===== src/rtl/smpc_pkg.sv =====
package smpc_pkg;

    // Sleep kind field encoding
    typedef enum logic [1:0] {
        SMPC_KIND_IDLE    = 2'h0,
        SMPC_KIND_NOISE   = 2'h1,
        SMPC_KIND_PWRDOWN = 2'h2,
        SMPC_KIND_STANDBY = 2'h3
    } smpc_kind_t;

    // Core control register field positions
    localparam int unsigned SLEEP_ALLOW_POS = 5;
    localparam int unsigned SLEEP_KIND_LSB  = 3;
    localparam int unsigned SLEEP_KIND_MSB  = 4;

    // Peripheral clock gate register bit positions
    localparam int unsigned GATE_CONV_POS  = 0;
    localparam int unsigned GATE_NPERIPH   = 8;
    localparam logic [7:0]  GATE_RESET     = 8'h00;

    // Resume timing
    localparam int unsigned CLK_PERIOD_NS     = 8;
    localparam int unsigned HALT_EXTRA_CYCLES = 4;
    localparam int unsigned STANDBY_WAKE_CYC  = 6;
    localparam int unsigned STARTUP_NS        = 64;
    localparam int unsigned STARTUP_CYCLES    =
        (STARTUP_NS + CLK_PERIOD_NS - 1) / CLK_PERIOD_NS;

    // Wake request bundle
    typedef struct packed {
        logic wdt_irq;      // Watchdog interrupt
        logic ext0_level;   // External irq zero, level mode
        logic ext0_edge;    // External irq zero, edge mode
        logic pin_change;   // Pin change interrupt
        logic conv_done;    // Converter complete
        logic nvm_ready;    // Self-write or nonvolatile ready
        logic uart_sfd;     // Serial start-frame detection
        logic tws_match;    // Two-wire slave address match
        logic timer_ovf;    // Timer overflow
        logic other_io;     // Any other I/O interrupt
    } smpc_wake_t;

    // Clock enables handed to the clock tree
    typedef struct packed {
        logic osc;          // Main oscillator
        logic cpu;          // CPU domain
        logic flash;        // Flash domain
        logic io;           // I/O domain
        logic conv;         // Converter domain
    } smpc_clk_t;

endpackage


===== src/rtl/smpc_top.sv =====
`timescale 1ns/1ps
// What this block does
// - Sleep only if allow bit set
// - Kind 0 idle,1 noise,2 down,3 standby
// - Halt four cycles beyond start-up
// - Register file and memory stay unchanged
// - Reset wakes, restart at reset vector
// - Idle stops CPU and flash only
// - Idle wakes on every enabled source
// - Idle or noise starts a conversion
// - Noise stops I/O, CPU and flash
// - Noise wake source list applies
// - Power-down stops oscillator and clocks
// - Deep modes wake on level only
// - Standby keeps oscillator, six-cycle wake
// - Standby/down wake source list applies
// - Gate bit freezes peripheral and access
// - Ungating resumes the frozen state
// - Gating acts in active and idle
// - Converter stays on; re-enable extends
// - Comparator off in power-down and standby
// - Brown-out detector stays on always
// - Reference on only when needed
// - Watchdog runs in every mode
module smpc_top (
    input  wire logic                clk,           // System clock
    input  wire logic                rst,           // Async reset, high
    input  wire logic                sleep_exec,    // Sleep instruction pulse
    input  wire logic [7:0]          core_control_reg, // Allow bit and kind field
    input  wire logic [7:0]          peripheral_clock_gate_reg, // Gate bits
    input  wire smpc_pkg::smpc_wake_t wake_in,      // Enabled wake requests
    input  wire logic                reset_event,   // Watchdog/pin/brown-out reset
    input  wire logic                conv_enable,   // Converter enabled
    input  wire logic                comparator_off_bit, // Comparator disabled
    input  wire logic                comp_uses_ref, // Comparator on reference
    input  wire logic                brownout_sleep_fuse, // Detector enabled
    input  wire logic                wdt_enable,    // Watchdog enabled
    output smpc_pkg::smpc_clk_t      clk_en,        // Domain clock enables
    output logic [7:0]               periph_clk_en, // Per-peripheral enables
    output logic [7:0]               periph_acc_en, // Register access enables
    output logic                     core_halt,     // Core held
    output logic                     irq_resume,    // Pulse: service irq then go on
    output logic                     vector_reset,  // Pulse: restart at reset vector
    output logic                     conv_start,    // Pulse: start conversion
    output logic                     conv_extended, // Next conversion extended
    output logic                     comp_enable,   // Comparator powered
    output logic                     ref_enable,    // Voltage reference powered
    output logic                     bod_enable,    // Brown-out detector powered
    output logic                     wdt_run,       // Watchdog running
    output logic                     sleeping       // In a sleep mode
);
    typedef enum logic [1:0] {ST_RUN, ST_SLEEP, ST_START, ST_HALT} smpc_state_t;

    // Input synchronisers for asynchronous wake and reset sources
    logic [10:0] sync1_q;
    logic [10:0] sync2_q;
    logic [10:0] sync1_d;

    always_comb begin
        sync1_d = {reset_event, wake_in};
    end

    always_ff @(posedge clk or posedge rst) begin
        if (rst) begin
            sync1_q <= 11'h000;
            sync2_q <= 11'h000;
        end else begin
            sync1_q <= sync1_d;
            sync2_q <= sync1_q;
        end
    end

    smpc_pkg::smpc_wake_t wk;
    logic                 rst_ev;
    assign wk     = smpc_pkg::smpc_wake_t'(sync2_q[9:0]);
    assign rst_ev = sync2_q[10];

    // Sleep state machine
    smpc_state_t         st_q, st_d;
    smpc_pkg::smpc_kind_t kind_q, kind_d;
    logic                vec_q, vec_d;
    logic                res_q, res_d;
    logic                start_q, start_d;
    logic                halt_q, halt_d, slp_q, slp_d;
    logic                cnt_load;
    logic [7:0]          cnt_val;
    logic                cnt_busy;
    logic                wake_hit;
    logic                allow;
    smpc_pkg::smpc_kind_t kind_sel;

    assign allow    = core_control_reg[smpc_pkg::SLEEP_ALLOW_POS];
    assign kind_sel = smpc_pkg::smpc_kind_t'(
        core_control_reg[smpc_pkg::SLEEP_KIND_MSB:smpc_pkg::SLEEP_KIND_LSB]);

    // Wake qualification per latched kind
    always_comb begin
        unique case (kind_q)
            smpc_pkg::SMPC_KIND_IDLE: begin
                wake_hit = |wk;
            end
            smpc_pkg::SMPC_KIND_NOISE: begin
                wake_hit = wk.wdt_irq | wk.ext0_level | wk.pin_change | wk.conv_done
                         | wk.nvm_ready | wk.uart_sfd | wk.tws_match;
            end
            smpc_pkg::SMPC_KIND_PWRDOWN,
            smpc_pkg::SMPC_KIND_STANDBY: begin
                wake_hit = wk.wdt_irq | wk.ext0_level | wk.pin_change
                         | wk.uart_sfd | wk.tws_match;
            end
        endcase
    end

    // Standby resumes fast since the oscillator never stopped
    always_comb begin
        st_d     = st_q;
        kind_d   = kind_q;
        vec_d    = 1'b0;
        res_d    = 1'b0;
        start_d  = 1'b0;
        cnt_load = 1'b0;
        cnt_val  = 8'h00;
        unique case (st_q)
            ST_RUN: begin
                if (sleep_exec && allow) begin
                    st_d    = ST_SLEEP;
                    kind_d  = kind_sel;
                    start_d = conv_enable && (kind_sel == smpc_pkg::SMPC_KIND_IDLE
                        || kind_sel == smpc_pkg::SMPC_KIND_NOISE);
                end
            end
            ST_SLEEP: begin
                if (rst_ev) begin
                    st_d  = ST_RUN;
                    vec_d = 1'b1;
                end else if (wake_hit) begin
                    st_d     = ST_START;
                    cnt_load = 1'b1;
                    if (kind_q == smpc_pkg::SMPC_KIND_STANDBY) begin
                        cnt_val = 8'(smpc_pkg::STANDBY_WAKE_CYC - 1);
                    end else begin
                        cnt_val = 8'(smpc_pkg::STARTUP_CYCLES - 1);
                    end
                end
            end
            ST_START: begin
                if (rst_ev) begin
                    st_d  = ST_RUN;
                    vec_d = 1'b1;
                end else if (!cnt_busy) begin
                    st_d     = ST_HALT;
                    cnt_load = 1'b1;
                    cnt_val  = 8'(smpc_pkg::HALT_EXTRA_CYCLES - 1);
                end
            end
            ST_HALT: begin
                if (rst_ev) begin
                    st_d  = ST_RUN;
                    vec_d = 1'b1;
                end else if (!cnt_busy) begin
                    st_d  = ST_RUN;
                    res_d = 1'b1;
                end
            end
        endcase
        halt_d = (st_d != ST_RUN); // Flag from a flop, same timing as the state
        slp_d  = (st_d == ST_SLEEP);
    end
    always_ff @(posedge clk or posedge rst) begin
        if (rst) begin
            st_q    <= ST_RUN;
            kind_q  <= smpc_pkg::SMPC_KIND_IDLE;
            vec_q   <= 1'b0;
            res_q   <= 1'b0;
            start_q <= 1'b0;
            halt_q  <= 1'b0;
            slp_q   <= 1'b0;
        end else begin
            st_q    <= st_d;
            kind_q  <= kind_d;
            vec_q   <= vec_d;
            res_q   <= res_d;
            start_q <= start_d;
            halt_q  <= halt_d;
            slp_q   <= slp_d;
        end
    end

    smpc_cnt u_cnt (
        .clk   (clk),
        .rst   (rst),
        .load  (cnt_load),
        .value (cnt_val),
        .busy  (cnt_busy)
    );

    // Clock domain and analog enables; registered so outputs are glitch free
    smpc_pkg::smpc_clk_t clk_q, clk_d;
    logic [7:0]          pce_q, pce_d;
    logic                comp_q, comp_d;
    logic                ref_q, ref_d;
    logic                bod_q, bod_d;
    logic                wdt_q, wdt_d;
    logic                conv_on_q, conv_on_d;
    logic                ext_q, ext_d;
    logic                deep;
    logic                asleep;

    assign asleep = (st_q != ST_RUN);
    assign deep   = asleep && (kind_q != smpc_pkg::SMPC_KIND_IDLE);

    // CPU and flash stop for every kind; memories only lose clock, never contents
    always_comb begin
        clk_d = '{osc: 1'b1, cpu: 1'b1, flash: 1'b1, io: 1'b1, conv: 1'b1};
        if (st_q == ST_SLEEP) begin
            clk_d.cpu   = 1'b0;
            clk_d.flash = 1'b0;
            unique case (kind_q)
                smpc_pkg::SMPC_KIND_IDLE: begin
                    clk_d.io = 1'b1;
                end
                smpc_pkg::SMPC_KIND_NOISE: begin
                    clk_d.io = 1'b0;
                end
                smpc_pkg::SMPC_KIND_PWRDOWN: begin
                    clk_d.io   = 1'b0;
                    clk_d.conv = 1'b0;
                    clk_d.osc  = 1'b0;
                end
                smpc_pkg::SMPC_KIND_STANDBY: begin
                    clk_d.io   = 1'b0;
                    clk_d.conv = 1'b0;
                end
            endcase
        end else if (st_q != ST_RUN) begin
            clk_d.cpu   = 1'b0;
            clk_d.flash = 1'b0;
        end
        // Gating only bites when the domain itself runs
        pce_d = ~peripheral_clock_gate_reg;
        if (deep) begin
            pce_d = 8'h00;
        end
        // Comparator and analog supervisors
        comp_d    = !comparator_off_bit && !(deep && kind_q != smpc_pkg::SMPC_KIND_NOISE);
        bod_d     = brownout_sleep_fuse;
        wdt_d     = wdt_enable;
        conv_on_d = conv_enable;
        ext_d     = ext_q;
        if (conv_on_q && !conv_enable) begin
            ext_d = 1'b1;
        end else if (start_q || (conv_enable && !asleep && ext_q && conv_on_q)) begin
            ext_d = ext_q && !start_q;
        end
        // Reference follows its users; a comparator wired to it keeps it up in any sleep
        ref_d = brownout_sleep_fuse || conv_enable
              || (!comparator_off_bit && comp_uses_ref);
    end

    always_ff @(posedge clk or posedge rst) begin
        if (rst) begin
            clk_q     <= '{osc: 1'b1, cpu: 1'b1, flash: 1'b1, io: 1'b1, conv: 1'b1};
            pce_q     <= ~smpc_pkg::GATE_RESET;
            comp_q    <= 1'b0;
            ref_q     <= 1'b0;
            bod_q     <= 1'b0;
            wdt_q     <= 1'b0;
            conv_on_q <= 1'b0;
            ext_q     <= 1'b1;
        end else begin
            clk_q     <= clk_d;
            pce_q     <= pce_d;
            comp_q    <= comp_d;
            ref_q     <= ref_d;
            bod_q     <= bod_d;
            wdt_q     <= wdt_d;
            conv_on_q <= conv_on_d;
            ext_q     <= ext_d;
        end
    end

    // Outputs, each straight from a flip-flop
    assign clk_en        = clk_q;
    assign periph_clk_en = pce_q;
    assign periph_acc_en = pce_q;
    assign core_halt     = halt_q;
    assign irq_resume    = res_q;
    assign vector_reset  = vec_q;
    assign conv_start    = start_q;
    assign conv_extended = ext_q;
    assign comp_enable   = comp_q;
    assign ref_enable    = ref_q;
    assign bod_enable    = bod_q;
    assign wdt_run       = wdt_q;
    assign sleeping      = slp_q;

    // Checks
    property p_no_sleep_wo_allow;
        @(posedge clk) disable iff (rst)
        (st_q == ST_RUN && sleep_exec && !allow) |=> st_q == ST_RUN;
    endproperty
    a_no_sleep_wo_allow: assert property (p_no_sleep_wo_allow) else $error("slept without allow");

    property p_halt_four;
        @(posedge clk) disable iff (rst)
        ($rose(st_q == ST_HALT) && !rst_ev) |-> (st_q == ST_HALT && !rst_ev)[*4] ##1 res_q
            or ##[1:4] rst_ev;
    endproperty
    a_halt_four: assert property (p_halt_four) else $error("halt not four cycles");

    property p_reset_vector;
        @(posedge clk) disable iff (rst)
        (st_q == ST_SLEEP && rst_ev) |=> vec_q && st_q == ST_RUN;
    endproperty
    a_reset_vector: assert property (p_reset_vector) else $error("reset did not wake");

    property p_idle_clocks;
        @(posedge clk) disable iff (rst)
        (st_q == ST_SLEEP && kind_q == smpc_pkg::SMPC_KIND_IDLE) |=>
            !clk_q.cpu && clk_q.io && clk_q.osc;
    endproperty
    a_idle_clocks: assert property (p_idle_clocks) else $error("idle clocks wrong");

    property p_conv_start;
        @(posedge clk) disable iff (rst)
        (st_q == ST_RUN && sleep_exec && allow && conv_enable
            && kind_sel == smpc_pkg::SMPC_KIND_NOISE) |=> start_q;
    endproperty
    a_conv_start: assert property (p_conv_start) else $error("no auto conversion");

    property p_pd_osc;
        @(posedge clk) disable iff (rst)
        (st_q == ST_SLEEP && kind_q == smpc_pkg::SMPC_KIND_PWRDOWN) |=> !clk_q.osc;
    endproperty
    a_pd_osc: assert property (p_pd_osc) else $error("oscillator ran in power-down");

    property p_edge_no_wake;
        @(posedge clk) disable iff (rst)
        (st_q == ST_SLEEP && kind_q != smpc_pkg::SMPC_KIND_IDLE && !rst_ev
            && wk == smpc_pkg::smpc_wake_t'(10'h080)) |=> st_q == ST_SLEEP;
    endproperty
    a_edge_no_wake: assert property (p_edge_no_wake) else $error("edge woke deep sleep");
    property p_standby_six;
        @(posedge clk) disable iff (rst)
        (st_q == ST_SLEEP && kind_q == smpc_pkg::SMPC_KIND_STANDBY && wake_hit && !rst_ev)
            |=> (st_q == ST_START && !rst_ev)[*6] ##1 st_q == ST_HALT or ##[0:5] rst_ev;
    endproperty
    a_standby_six: assert property (p_standby_six) else $error("standby wake slow");

    property p_gate;
        @(posedge clk) disable iff (rst)
        (!deep && peripheral_clock_gate_reg[smpc_pkg::GATE_CONV_POS])
            |=> !pce_q[smpc_pkg::GATE_CONV_POS];
    endproperty
    a_gate: assert property (p_gate) else $error("gate bit ignored");

    property p_wdt;
        @(posedge clk) disable iff (rst)
        wdt_enable |=> wdt_q;
    endproperty
    a_wdt: assert property (p_wdt) else $error("watchdog stopped");

    c_idle_wake: cover property (@(posedge clk) disable iff (rst)
        st_q == ST_SLEEP && kind_q == smpc_pkg::SMPC_KIND_IDLE ##1 st_q == ST_START);
    c_resume: cover property (@(posedge clk) disable iff (rst) res_q);
    c_reset_wake: cover property (@(posedge clk) disable iff (rst) vec_q);
    c_standby: cover property (@(posedge clk) disable iff (rst)
        st_q == ST_SLEEP && kind_q == smpc_pkg::SMPC_KIND_STANDBY);
endmodule


===== src/rtl/smpc_cnt.sv =====
`timescale 1ns/1ps
// Load-and-count-down timer used for resume delays
module smpc_cnt (
    input  wire logic       clk,   // System clock
    input  wire logic       rst,   // Async reset, high
    input  wire logic       load,  // Load pulse
    input  wire logic [7:0] value, // Count to load
    output logic            busy   // High while counting
);
    logic [7:0] cnt_q;
    logic [7:0] cnt_d;

    // Next count; a load wins over counting
    always_comb begin
        cnt_d = cnt_q;
        if (load) begin
            cnt_d = value;
        end else if (cnt_q != 8'h00) begin
            cnt_d = cnt_q - 8'h01;
        end
    end

    always_ff @(posedge clk or posedge rst) begin
        if (rst) begin
            cnt_q <= 8'h00;
        end else begin
            cnt_q <= cnt_d;
        end
    end

    assign busy = (cnt_q != 8'h00);
endmodule


===== config.mk =====
export PLATFORM = sky130hd
export DESIGN_NAME = smpc_top
export DESIGN_NICKNAME = d
export VERILOG_FILES = /design/src/rtl/smpc_pkg.sv /design/src/rtl/smpc_top.sv /design/src/rtl/smpc_cnt.sv
export SDC_FILE = /design/constraint.sdc
export NUM_CORES = 1
export LEC_CHECK = 0
export ABC_CLOCK_PERIOD_IN_PS = 1900
export BUFFER_PORTS_ARGS = -buffer_cell sky130_fd_sc_hd__buf_2
export CAP_MARGIN = 10
export CORE_ASPECT_RATIO = 0.75
export CORE_MARGIN = 5
export CORE_UTILIZATION = 47
export CTS_BUF_LIST = sky130_fd_sc_hd__clkbuf_4
export DETAILED_ROUTE_END_ITERATION = 12
export GPL_TIMING_DRIVEN = 0
export PLACE_DENSITY = 0.77
export SYNTH_ARGS = -nofsm -noshare
export SYNTH_HDL_FRONTEND = slang
export SYNTH_SLANG_ARGS = --single-unit

===== constraint.sdc =====
create_clock -name clk -period 1.9 [get_ports clk]
set_clock_uncertainty 0.1 [all_clocks]
set_input_delay 0.095 -clock clk [delete_from_list [all_inputs] [get_ports clk]]
set_output_delay 0.095 -clock clk [all_outputs]
set_load 0.01 [all_outputs]

==> impl_metrics.prom, run 1 <==
# TYPE chip_impl_metric gauge
chip_impl_metric{name="num-fill-cells",unit=""} 320
chip_impl_metric{name="fraction_of_final_layout_cells_with_drive_strength_greater_than_1",unit="%"} 45.9
chip_impl_metric{name="place_worst_setup_slack",unit="ns"} -0.00916
chip_impl_metric{name="std_cell_core_area",unit="um^2"} 4410
chip_impl_info{name="timing.critical_path.cells",value="inv_2 > ha_4 > nor3b_4 > nand2_2 > a21o_1 > o31ai_4 > nor2b_1"} 1
chip_impl_info{name="startpoint_type",value="flip-flop"} 1
chip_impl_metric{name="clkSinkCount",unit=""} 57
chip_impl_metric{name="postRouteWirelength",unit="um"} 4240
chip_impl_metric{name="slew-limit-headroom",unit="%"} 59.9
chip_impl_metric{name="post_synth_instance_area",unit="um^2"} 2130
chip_impl_metric{name="numPortBuffers",unit=""} 60
chip_impl_metric{name="global_route.usage.total",unit="%"} 16.5
chip_impl_info{name="synth_top_family_by_area",value="simple AND/OR/NAND/NOR gates"} 1
chip_impl_metric{name="tritoncts.num_buffers",unit=""} 9
chip_impl_metric{name="setup_violations",unit=""} 0
chip_impl_metric{name="post_synth_xor_area_fraction",unit="%"} 2.06
chip_impl_metric{name="vias",unit=""} 1493
chip_impl_metric{name="rows",unit=""} 21
chip_impl_metric{name="die-area",unit="um^2"} 5990
chip_impl_info{name="cts_root_buf",value="sky130_fd_sc_hd__clkbuf_4"} 1
chip_impl_info{name="run_status",value="completed"} 1
chip_impl_metric{name="syn-instance-count",unit=""} 163
chip_impl_metric{name="yosysUniqueCellTypes",unit=""} 38
chip_impl_info{name="synthMostInstantiatedCell",value="sky130_fd_sc_hd__dfrtp_1"} 1
chip_impl_metric{name="met3_usage",unit="%"} 10.3
chip_impl_metric{name="power_density",unit="nW/um^2"} 1060
chip_impl_info{name="hold_crit_class",value="in2reg"} 1
chip_impl_metric{name="synth-compound-area-share",unit="%"} 7.29
chip_impl_metric{name="worst_hold_slack",unit="ns"} 0.0900
chip_impl_metric{name="grt_use_met2",unit="%"} 24.8
chip_impl_metric{name="yosys.area_share.adder",unit="%"} 2.94
chip_impl_metric{name="routabilityCongestion",unit=""} 0.777
chip_impl_metric{name="synth_sequential_area_ratio",unit="%"} 67.7
chip_impl_metric{name="synth_top_area_share",unit="%"} 51.7
chip_impl_metric{name="finalWorstSetupSlack",unit="ns"} 0.0370
chip_impl_metric{name="critPathBufInv",unit=""} 1
chip_impl_metric{name="drtIter0Drc",unit=""} 49
chip_impl_metric{name="synth_fp_nets",unit=""} 203
chip_impl_metric{name="synth-seq-cells",unit=""} 57
chip_impl_info{name="setup.worst_path.end_class",value="flip-flop"} 1
chip_impl_metric{name="clock.fmax",unit="GHz"} 0.537
chip_impl_metric{name="insertedDiodeCount",unit=""} 0
chip_impl_metric{name="synthMuxAreaShare",unit="%"} 1.53
chip_impl_metric{name="timing.critical_path.fanout_max",unit=""} 5
chip_impl_metric{name="route.detailed.vias_per_inst",unit=""} 4.57
chip_impl_metric{name="total_leakage_power",unit="uW"} 0.00147
chip_impl_metric{name="use_met1",unit="%"} 19.7
chip_impl_metric{name="synth_simple_gate_area_share",unit="%"} 12.5
chip_impl_metric{name="dpl-instance-area",unit="um^2"} 2520
chip_impl_metric{name="floorplan.initialDensity",unit="%"} 48.2
chip_impl_metric{name="total_power",unit="uW"} 3180
chip_impl_metric{name="largest_vdd_supply_drop",unit="mV"} 0.654
chip_impl_info{name="synth_common_cells",value="sky130_fd_sc_hd__dfrtp_1, sky130_fd_sc_hd__nor2_1, sky130_fd_sc_hd__inv_1"} 1
chip_impl_metric{name="multiInputGateArea",unit="um^2"} 609
chip_impl_info{name="gr-max-usage-layer",value="met2"} 1
chip_impl_metric{name="tightestPinTransition",unit="ns"} 0.600
chip_impl_metric{name="seqCellArea",unit="um^2"} 1440
chip_impl_metric{name="hold_violations",unit=""} 0
chip_impl_info{name="critical_path_class",value="reg2reg"} 1
chip_impl_metric{name="longest_individual_stage_delay_on_the_worst_path",unit="ns"} 0.45
chip_impl_metric{name="maximum_root_to_sink_buffer_count",unit=""} 2
chip_impl_info{name="synthTopCellsByArea",value="sky130_fd_sc_hd__dfrtp_1, sky130_fd_sc_hd__dfstp_2, sky130_fd_sc_hd__nor2_1"} 1
chip_impl_metric{name="share_of_synthesized_registers_carrying_an_async_set_or_reset",unit="%"} 100
chip_impl_metric{name="area_delta_synth_final",unit="%"} 41.0
chip_impl_info{name="rsz_0062_raised_after_global_routing",value="true"} 1
chip_impl_metric{name="grt_antenna_before_repair",unit=""} 0
chip_impl_metric{name="boundaryPins",unit=""} 66
chip_impl_metric{name="design.final.nets",unit=""} 305
chip_impl_metric{name="detailed_place_hpwl",unit="um"} 2630
chip_impl_metric{name="ys.warnings.count",unit=""} 0
chip_impl_metric{name="path_clk_slew",unit="ns"} 0.10
chip_impl_info{name="cp_top_family",value="simple AND/OR/NAND/NOR gates"} 1
chip_impl_metric{name="synth-edff-count",unit=""} 0
chip_impl_metric{name="synth.avg_cell_area",unit="um^2"} 13.1
chip_impl_metric{name="final_max_slew_viol_count",unit=""} 0
chip_impl_info{name="crit_path_top_delay_cell",value="sky130_fd_sc_hd__dfrtp_2"} 1
chip_impl_metric{name="critPathRequiredTime",unit="ns"} 2.07
chip_impl_metric{name="grt_pass1_vias",unit=""} 1548
chip_impl_metric{name="floorplan.die.width",unit="um"} 87.7
chip_impl_metric{name="wl_per_cell",unit="um"} 13.0
chip_impl_metric{name="chipHeight",unit="um"} 68.3
chip_impl_metric{name="timing.final.crit_share",unit="%"} 98.1
chip_impl_metric{name="drt_pass1_iterations",unit=""} 4
chip_impl_metric{name="global_route.overflow_total",unit=""} 0
chip_impl_info{name="synth_flop_cell",value="sky130_fd_sc_hd__dfrtp_1"} 1
chip_impl_info{name="synth.largest_area_cell",value="sky130_fd_sc_hd__dfrtp_1"} 1
chip_impl_metric{name="grt_pass1_wl",unit="um"} 7100
chip_impl_metric{name="max-cap-violations",unit=""} 0
chip_impl_metric{name="largest_net_degree_at_the_start_of_global_routing",unit=""} 31
chip_impl_metric{name="clock_tree.htree_level_count",unit=""} 3
chip_impl_metric{name="postLayoutCellArea",unit="um^2"} 3000
chip_impl_metric{name="route.detailed.drc",unit=""} 0
chip_impl_metric{name="worst-endpoint-arrival",unit="ns"} 2.03
chip_impl_metric{name="ant_nets",unit=""} 0
chip_impl_metric{name="layout_min_cycle_time",unit="ns"} 1.86
chip_impl_metric{name="clk-insertion-delay-late",unit="ns"} 0.39
chip_impl_info{name="tritoncts",value="built"} 1
## report_power, final
group          switching, uW  internal, uW  total [uW]
logic                    345           407         752
registers                181          1400        1580
clock network            441           400         842
total                    967          2210        3180
## per-layer routing
metal	wire length (um)	share of wire, %	vias up
li1	-	-	730
met1	1800	43	706
met2	2000	47	50
met3	379	8.9	7
met4	53	1.3	0
met5	0	0	-
## worst min-delay path, cell delays in order
cell	delay [ns]
sky130_fd_sc_hd__buf_2	0.10
sky130_fd_sc_hd__and2_1	0.16
sky130_fd_sc_hd__nand2_1	0.13
sky130_fd_sc_hd__nor3b_1	0.06
## flip-flops by register name (all words and copies together), names as in the netlist
register	count
bod_enable	1
clk_en	4
comp_enable	1
conv_extended	1
conv_on_q	1
conv_start	1
core_halt	1
irq_resume	1
kind_q	2
periph_acc_en	8
ref_enable	1
sleeping	1
st_q	2
sync1_q	11
sync2_q	11
u_cnt.cnt_q	8
vector_reset	1
wdt_run	1
## cell families (layout without fill, tap and decap cells)
kind of cell,after synthesis,after routing
adders and majority gates,5,5
muxes,3,3
AOI/OAI and AO/OA,20,20
DFF,57,57
xor gates and xnor gates,5,5
buffers and inverters,24,131
and+or+nand+nor,49,49
## what timing repair did
action | in CTS | in global routing
pin swaps | 0 | 4
hold buffers | 27 | 0
endpoints found under the hold margin | 47 | 0
gates resized for setup | 1 | 11
endpoints found under the setup margin | 3 | 9
setup buffers | 0 | 3
## stage by stage
step | instances | utilization, % | setup TNS, ns
global placement | 280 | 56.7 | -11.27
floorplan | 163 | - | 0
detailed placement | 281 | 57.1 | -0.0169
finish | 327 | 68.0 | 0
global route | 327 | 68.0 | -0.256
CTS | 324 | 66.4 | -0.0574
## placed cells by master, fill, tap and decap left out, types with 2 or more instances in the layout
| master | n |
|---|---|
| sky130_fd_sc_hd__inv_2 | 4 |
| sky130_fd_sc_hd__xnor2_1 | 3 |
| sky130_fd_sc_hd__a211o_1 | 2 |
| sky130_fd_sc_hd__inv_1 | 10 |
| sky130_fd_sc_hd__mux2_2 | 2 |
| sky130_fd_sc_hd__nor3_1 | 2 |
| sky130_fd_sc_hd__buf_4 | 13 |
| sky130_fd_sc_hd__a21oi_2 | 2 |
| sky130_fd_sc_hd__a31oi_1 | 2 |
| sky130_fd_sc_hd__ha_1 | 4 |
| sky130_fd_sc_hd__clkinv_2 | 3 |
| sky130_fd_sc_hd__clkbuf_4 | 9 |
| sky130_fd_sc_hd__dlygate4sd3_1 | 27 |
| sky130_fd_sc_hd__buf_2 | 60 |
| sky130_fd_sc_hd__o21ai_0 | 3 |
| sky130_fd_sc_hd__nand2_1 | 8 |
| sky130_fd_sc_hd__xor2_1 | 2 |
| sky130_fd_sc_hd__nor2_1 | 21 |
| sky130_fd_sc_hd__nor2b_1 | 4 |
| sky130_fd_sc_hd__dfstp_2 | 13 |
| sky130_fd_sc_hd__dfrtp_1 | 43 |
| sky130_fd_sc_hd__nor3b_1 | 2 |
## worst paths after layout
path | start | end | slack (ns) | depth (start not counted)
hold / removal | core_control_reg[5] | conv_start$_DFF_PP0_ | 0.09 | 4
min in group asynchronous | rst | sync1_q[0]$_DFF_PP0_ | 0.24 | 3
hold reg to reg | sync1_q[8]$_DFF_PP0_ | sync2_q[8]$_DFF_PP0_ | 0.26 | 0
max in group asynchronous | rst | clk_en[3]$_DFF_PP1_ | 0.82 | 4
setup reg to reg | u_cnt.cnt_q[0]$_DFFE_PP0P_ | sleeping$_DFF_PP0_ | 0.04 | 7
setup / recovery | u_cnt.cnt_q[0]$_DFFE_PP0P_ | sleeping$_DFF_PP0_ | 0.04 | 7
## cell type report
class	count	share of cell area [%]
flip-flops and latches	57	48.1
repair buffers	91	20.4
multi-input cells	82	20.3
plain buffers	10	2.50
well taps	57	2.37
clock inverters	7	2.33
clock buffers	9	2.25
inverters	14	1.75
Note: power is estimated with default switching activity, not from simulation.
==> run 2, diff against run 1 <==
- ABC_CLOCK_PERIOD_IN_PS: 1900 -> 1740
- CORE_UTILIZATION: 47 -> 50
- CTS_BUF_LIST: sky130_fd_sc_hd__clkbuf_4 -> not set
- PLACE_DENSITY: 0.77 -> 0.78
- clock period: 1.9 -> 1.74 ns (I/O delays scaled with it)
==> run 2 against run 1 <==
  * The run now ends with negative setup slack left
  * Hold slack gained 0.054 ns
  * Non-clock buffer count up 13
  * Register-to-register slack got worse by 0.12 ns
  * Sequential power is 9% higher
  * Utilization up 11 points
  * Wire length up 9.5%
  * Critical path depth is the same
  * Via count grew 5.3%
  * Combinational power is 30% higher
  * Maximum frequency up 2.2%
  * Critical endpoint is now core_halt$_DFF_PP0_
==> impl_metrics.prom, run 2 (synthesized netlist as in run 1, its figures left out) <==
# TYPE chip_impl_metric gauge
chip_impl_info{name="run_status",value="complete, but fails checks"} 1
chip_impl_info{name="failed_checks",value="negative setup slack"} 1
chip_impl_info{name="crit_path_top_delay_cell",value="sky130_fd_sc_hd__dfrtp_1"} 1
chip_impl_info{name="reg_top3",value="sync1_q x11, sync2_q x11"} 1
chip_impl_metric{name="clock.fmax",unit="GHz"} 0.549
chip_impl_metric{name="clkSinkCount",unit=""} 57
chip_impl_metric{name="fraction_of_final_layout_cells_with_drive_strength_greater_than_1",unit="%"} 49.5
chip_impl_metric{name="floorplan.die.width",unit="um"} 85.4
chip_impl_info{name="endpoint",value="core_halt$_DFF_PP0_"} 1
chip_impl_metric{name="global_route.overflow_total",unit=""} 0
chip_impl_metric{name="finalWorstSetupSlack",unit="ns"} -0.0821
chip_impl_metric{name="rows",unit=""} 20
chip_impl_metric{name="place_worst_setup_slack",unit="ns"} -0.211
chip_impl_metric{name="vias",unit=""} 1572
chip_impl_metric{name="tightestPinTransition",unit="ns"} 0.512
chip_impl_metric{name="std_cell_core_area",unit="um^2"} 4080
chip_impl_metric{name="largest_net_degree_at_the_start_of_global_routing",unit=""} 46
chip_impl_metric{name="detailed_place_hpwl",unit="um"} 2580
chip_impl_metric{name="slew-limit-headroom",unit="%"} 65.7
chip_impl_metric{name="power_density",unit="nW/um^2"} 1260
chip_impl_metric{name="critPathBufInv",unit=""} 1
chip_impl_info{name="tritoncts",value="built"} 1
chip_impl_metric{name="clock_tree.htree_level_count",unit=""} 3
chip_impl_metric{name="longest_individual_stage_delay_on_the_worst_path",unit="ns"} 0.39
chip_impl_metric{name="grt_pass1_vias",unit=""} 1638
chip_impl_metric{name="fin_cells",unit=""} 338
chip_impl_metric{name="route.detailed.vias_per_inst",unit=""} 4.65
chip_impl_info{name="hold_crit_class",value="in2async"} 1
chip_impl_metric{name="numPortBuffers",unit=""} 60
chip_impl_info{name="cp_top_family",value="simple AND/OR/NAND/NOR gates"} 1
chip_impl_metric{name="clk-insertion-delay-late",unit="ns"} 0.34
chip_impl_metric{name="grt_pass1_wl",unit="um"} 7650
chip_impl_metric{name="boundaryPins",unit=""} 66
chip_impl_metric{name="largest_vdd_supply_drop",unit="mV"} 0.858
chip_impl_metric{name="timing.critical_path.fanout_max",unit=""} 4
chip_impl_metric{name="layout_min_cycle_time",unit="ns"} 1.82
chip_impl_info{name="cts_root_buf",value="sky130_fd_sc_hd__clkbuf_8"} 1
chip_impl_metric{name="postRouteWirelength",unit="um"} 4640
chip_impl_metric{name="routabilityCongestion",unit=""} 0.802
chip_impl_metric{name="worst_hold_slack",unit="ns"} 0.144
chip_impl_metric{name="insertedDiodeCount",unit=""} 0
chip_impl_info{name="r2r_end",value="core_halt$_DFF_PP0_"} 1
chip_impl_metric{name="chipHeight",unit="um"} 66.5
chip_impl_metric{name="critPathRequiredTime",unit="ns"} 1.86
chip_impl_metric{name="final_max_slew_viol_count",unit=""} 0
chip_impl_info{name="most-common-layout-cells",value="sky130_fd_sc_hd__buf_2, sky130_fd_sc_hd__dfrtp_1, sky130_fd_sc_hd__dlygate4sd3_1"} 1
chip_impl_metric{name="wl_per_cell",unit="um"} 13.7
chip_impl_info{name="layout.cells.most_common",value="sky130_fd_sc_hd__buf_2"} 1
chip_impl_metric{name="ant_nets",unit=""} 0
chip_impl_metric{name="final_core_util",unit="%"} 78.5
chip_impl_metric{name="route.detailed.drc",unit=""} 0
chip_impl_info{name="rsz_0062_raised_after_global_routing",value="true"} 1
chip_impl_metric{name="grt_antenna_before_repair",unit=""} 0
chip_impl_metric{name="drtIter0Drc",unit=""} 103
chip_impl_metric{name="path_clk_slew",unit="ns"} 0.07
chip_impl_metric{name="setup_violations",unit=""} 8
chip_impl_metric{name="hold_violations",unit=""} 0
chip_impl_info{name="critical_path_class",value="reg2reg"} 1
chip_impl_info{name="timing.critical_path.cells",value="inv_1 > ha_2 > nor3b_4 > nand2_2 > a21o_1 > o31ai_4 > nand2_1"} 1
chip_impl_metric{name="critical_path_cell_count",unit=""} 7
chip_impl_metric{name="maximum_root_to_sink_buffer_count",unit=""} 2
chip_impl_metric{name="die-area",unit="um^2"} 5680
chip_impl_info{name="startpoint_type",value="flip-flop"} 1
chip_impl_info{name="setup.worst_path.end_class",value="flip-flop"} 1
chip_impl_metric{name="design.final.nets",unit=""} 318
chip_impl_metric{name="tritoncts.num_buffers",unit=""} 9
chip_impl_metric{name="total_leakage_power",unit="uW"} 0.00156
chip_impl_metric{name="timing.final.crit_share",unit="%"} 105
chip_impl_metric{name="ff2ff_path_depth",unit=""} 7
chip_impl_metric{name="total_negative_setup_slacks",unit="ns"} -0.420
chip_impl_metric{name="post-place-cells",unit=""} 279
chip_impl_metric{name="ff2ff_setup_slack",unit="ns"} -0.08
chip_impl_metric{name="floorplan.initialDensity",unit="%"} 52.2
chip_impl_info{name="startpoint",value="u_cnt.cnt_q[1]$_DFFE_PP0P_"} 1
chip_impl_metric{name="area_delta_synth_final",unit="%"} 50.4
chip_impl_info{name="reg2reg_from",value="u_cnt.cnt_q[1]$_DFFE_PP0P_"} 1
chip_impl_metric{name="worst-endpoint-arrival",unit="ns"} 1.94
chip_impl_metric{name="drt_pass1_iterations",unit=""} 4
chip_impl_metric{name="global_route.usage.total",unit="%"} 18.5
chip_impl_metric{name="max-cap-violations",unit=""} 0
-- run 2: cell count changes in the layout (fill, tap and decap cells not counted), moves of 2 or more --
cell / delta
sky130_fd_sc_hd__buf_4: +12
sky130_fd_sc_hd__clkbuf_4: -9
sky130_fd_sc_hd__clkbuf_8: +9
sky130_fd_sc_hd__clkinv_2: -3
sky130_fd_sc_hd__nor2_1: -3
sky130_fd_sc_hd__inv_1: +2
sky130_fd_sc_hd__inv_2: -2
sky130_fd_sc_hd__nor2_2: +2
-- run 2: tightest hold or removal path, cell delays in order --
cell                            delay (ns)
sky130_fd_sc_hd__dlygate4sd3_1        0.54
sky130_fd_sc_hd__buf_2                0.13
sky130_fd_sc_hd__inv_2                0.21
-- run 2: per-layer routing --
layer / wire (um) / part of all wire, % / global-route usage, %
met5: 0 / 0 / 0
met4: 138 / 3.0 / 10.1
met3: 395 / 8.5 / 7.54
met2: 2290 / 49 / 31.3
met1: 1820 / 39 / 20.0
-- run 2: cell type report --
type	count	area, um^2
buffer	10	75.1
clock buffer	10	128
clock inverter	6	92.6
fill	236	876
inverter	14	52.6
multi-input combinational	82	628
sequential	57	1440
tap	55	68.8
timing repair buffer	104	714
-- run 2: repair_timing --
action | CTS | global route
resized for setup | 8 | 10
hold buffers | 27 | 0
pin swaps | 6 | 7
buffers inserted | 11 | 5
endpoints found under the setup margin | 11 | 14
endpoints found under the hold margin | 72 | 0
-- run 2: how the worst min path moves through the flow --
stage                                end  slack [ns]  cells past startpoint
global placement    sync1_q[1]$_DFF_PP0_        0.09                      1
finish              sync1_q[4]$_DFF_PP0_        0.14                      3
floorplan           bod_enable$_DFF_PP0_        0.02                      0
CTS                 conv_start$_DFF_PP0_        0.11                      4
detailed placement  sync1_q[4]$_DFF_PP0_       -0.06                      2
global route        sync1_q[7]$_DFF_PP0_        0.15                      3
-- run 2: stage by stage --
stage / cell area, um^2 / power (uW)
after floorplan: 2130 / 2200
after global placement: 2500 / 2380
after detailed placement: 2520 / 2410
after CTS: 3130 / 3940
after global routing: 3200 / 4250
final: 3200 / 4030
-- run 2: where the power goes --
part           total [uW]  leakage, uW  switching [uW]  internal (uW)
Combinational         977     0.000792             444            533
Sequential           1720     0.000665             187           1530
Clock                1340     0.000103             527            810
Total                4030      0.00156            1160           2880
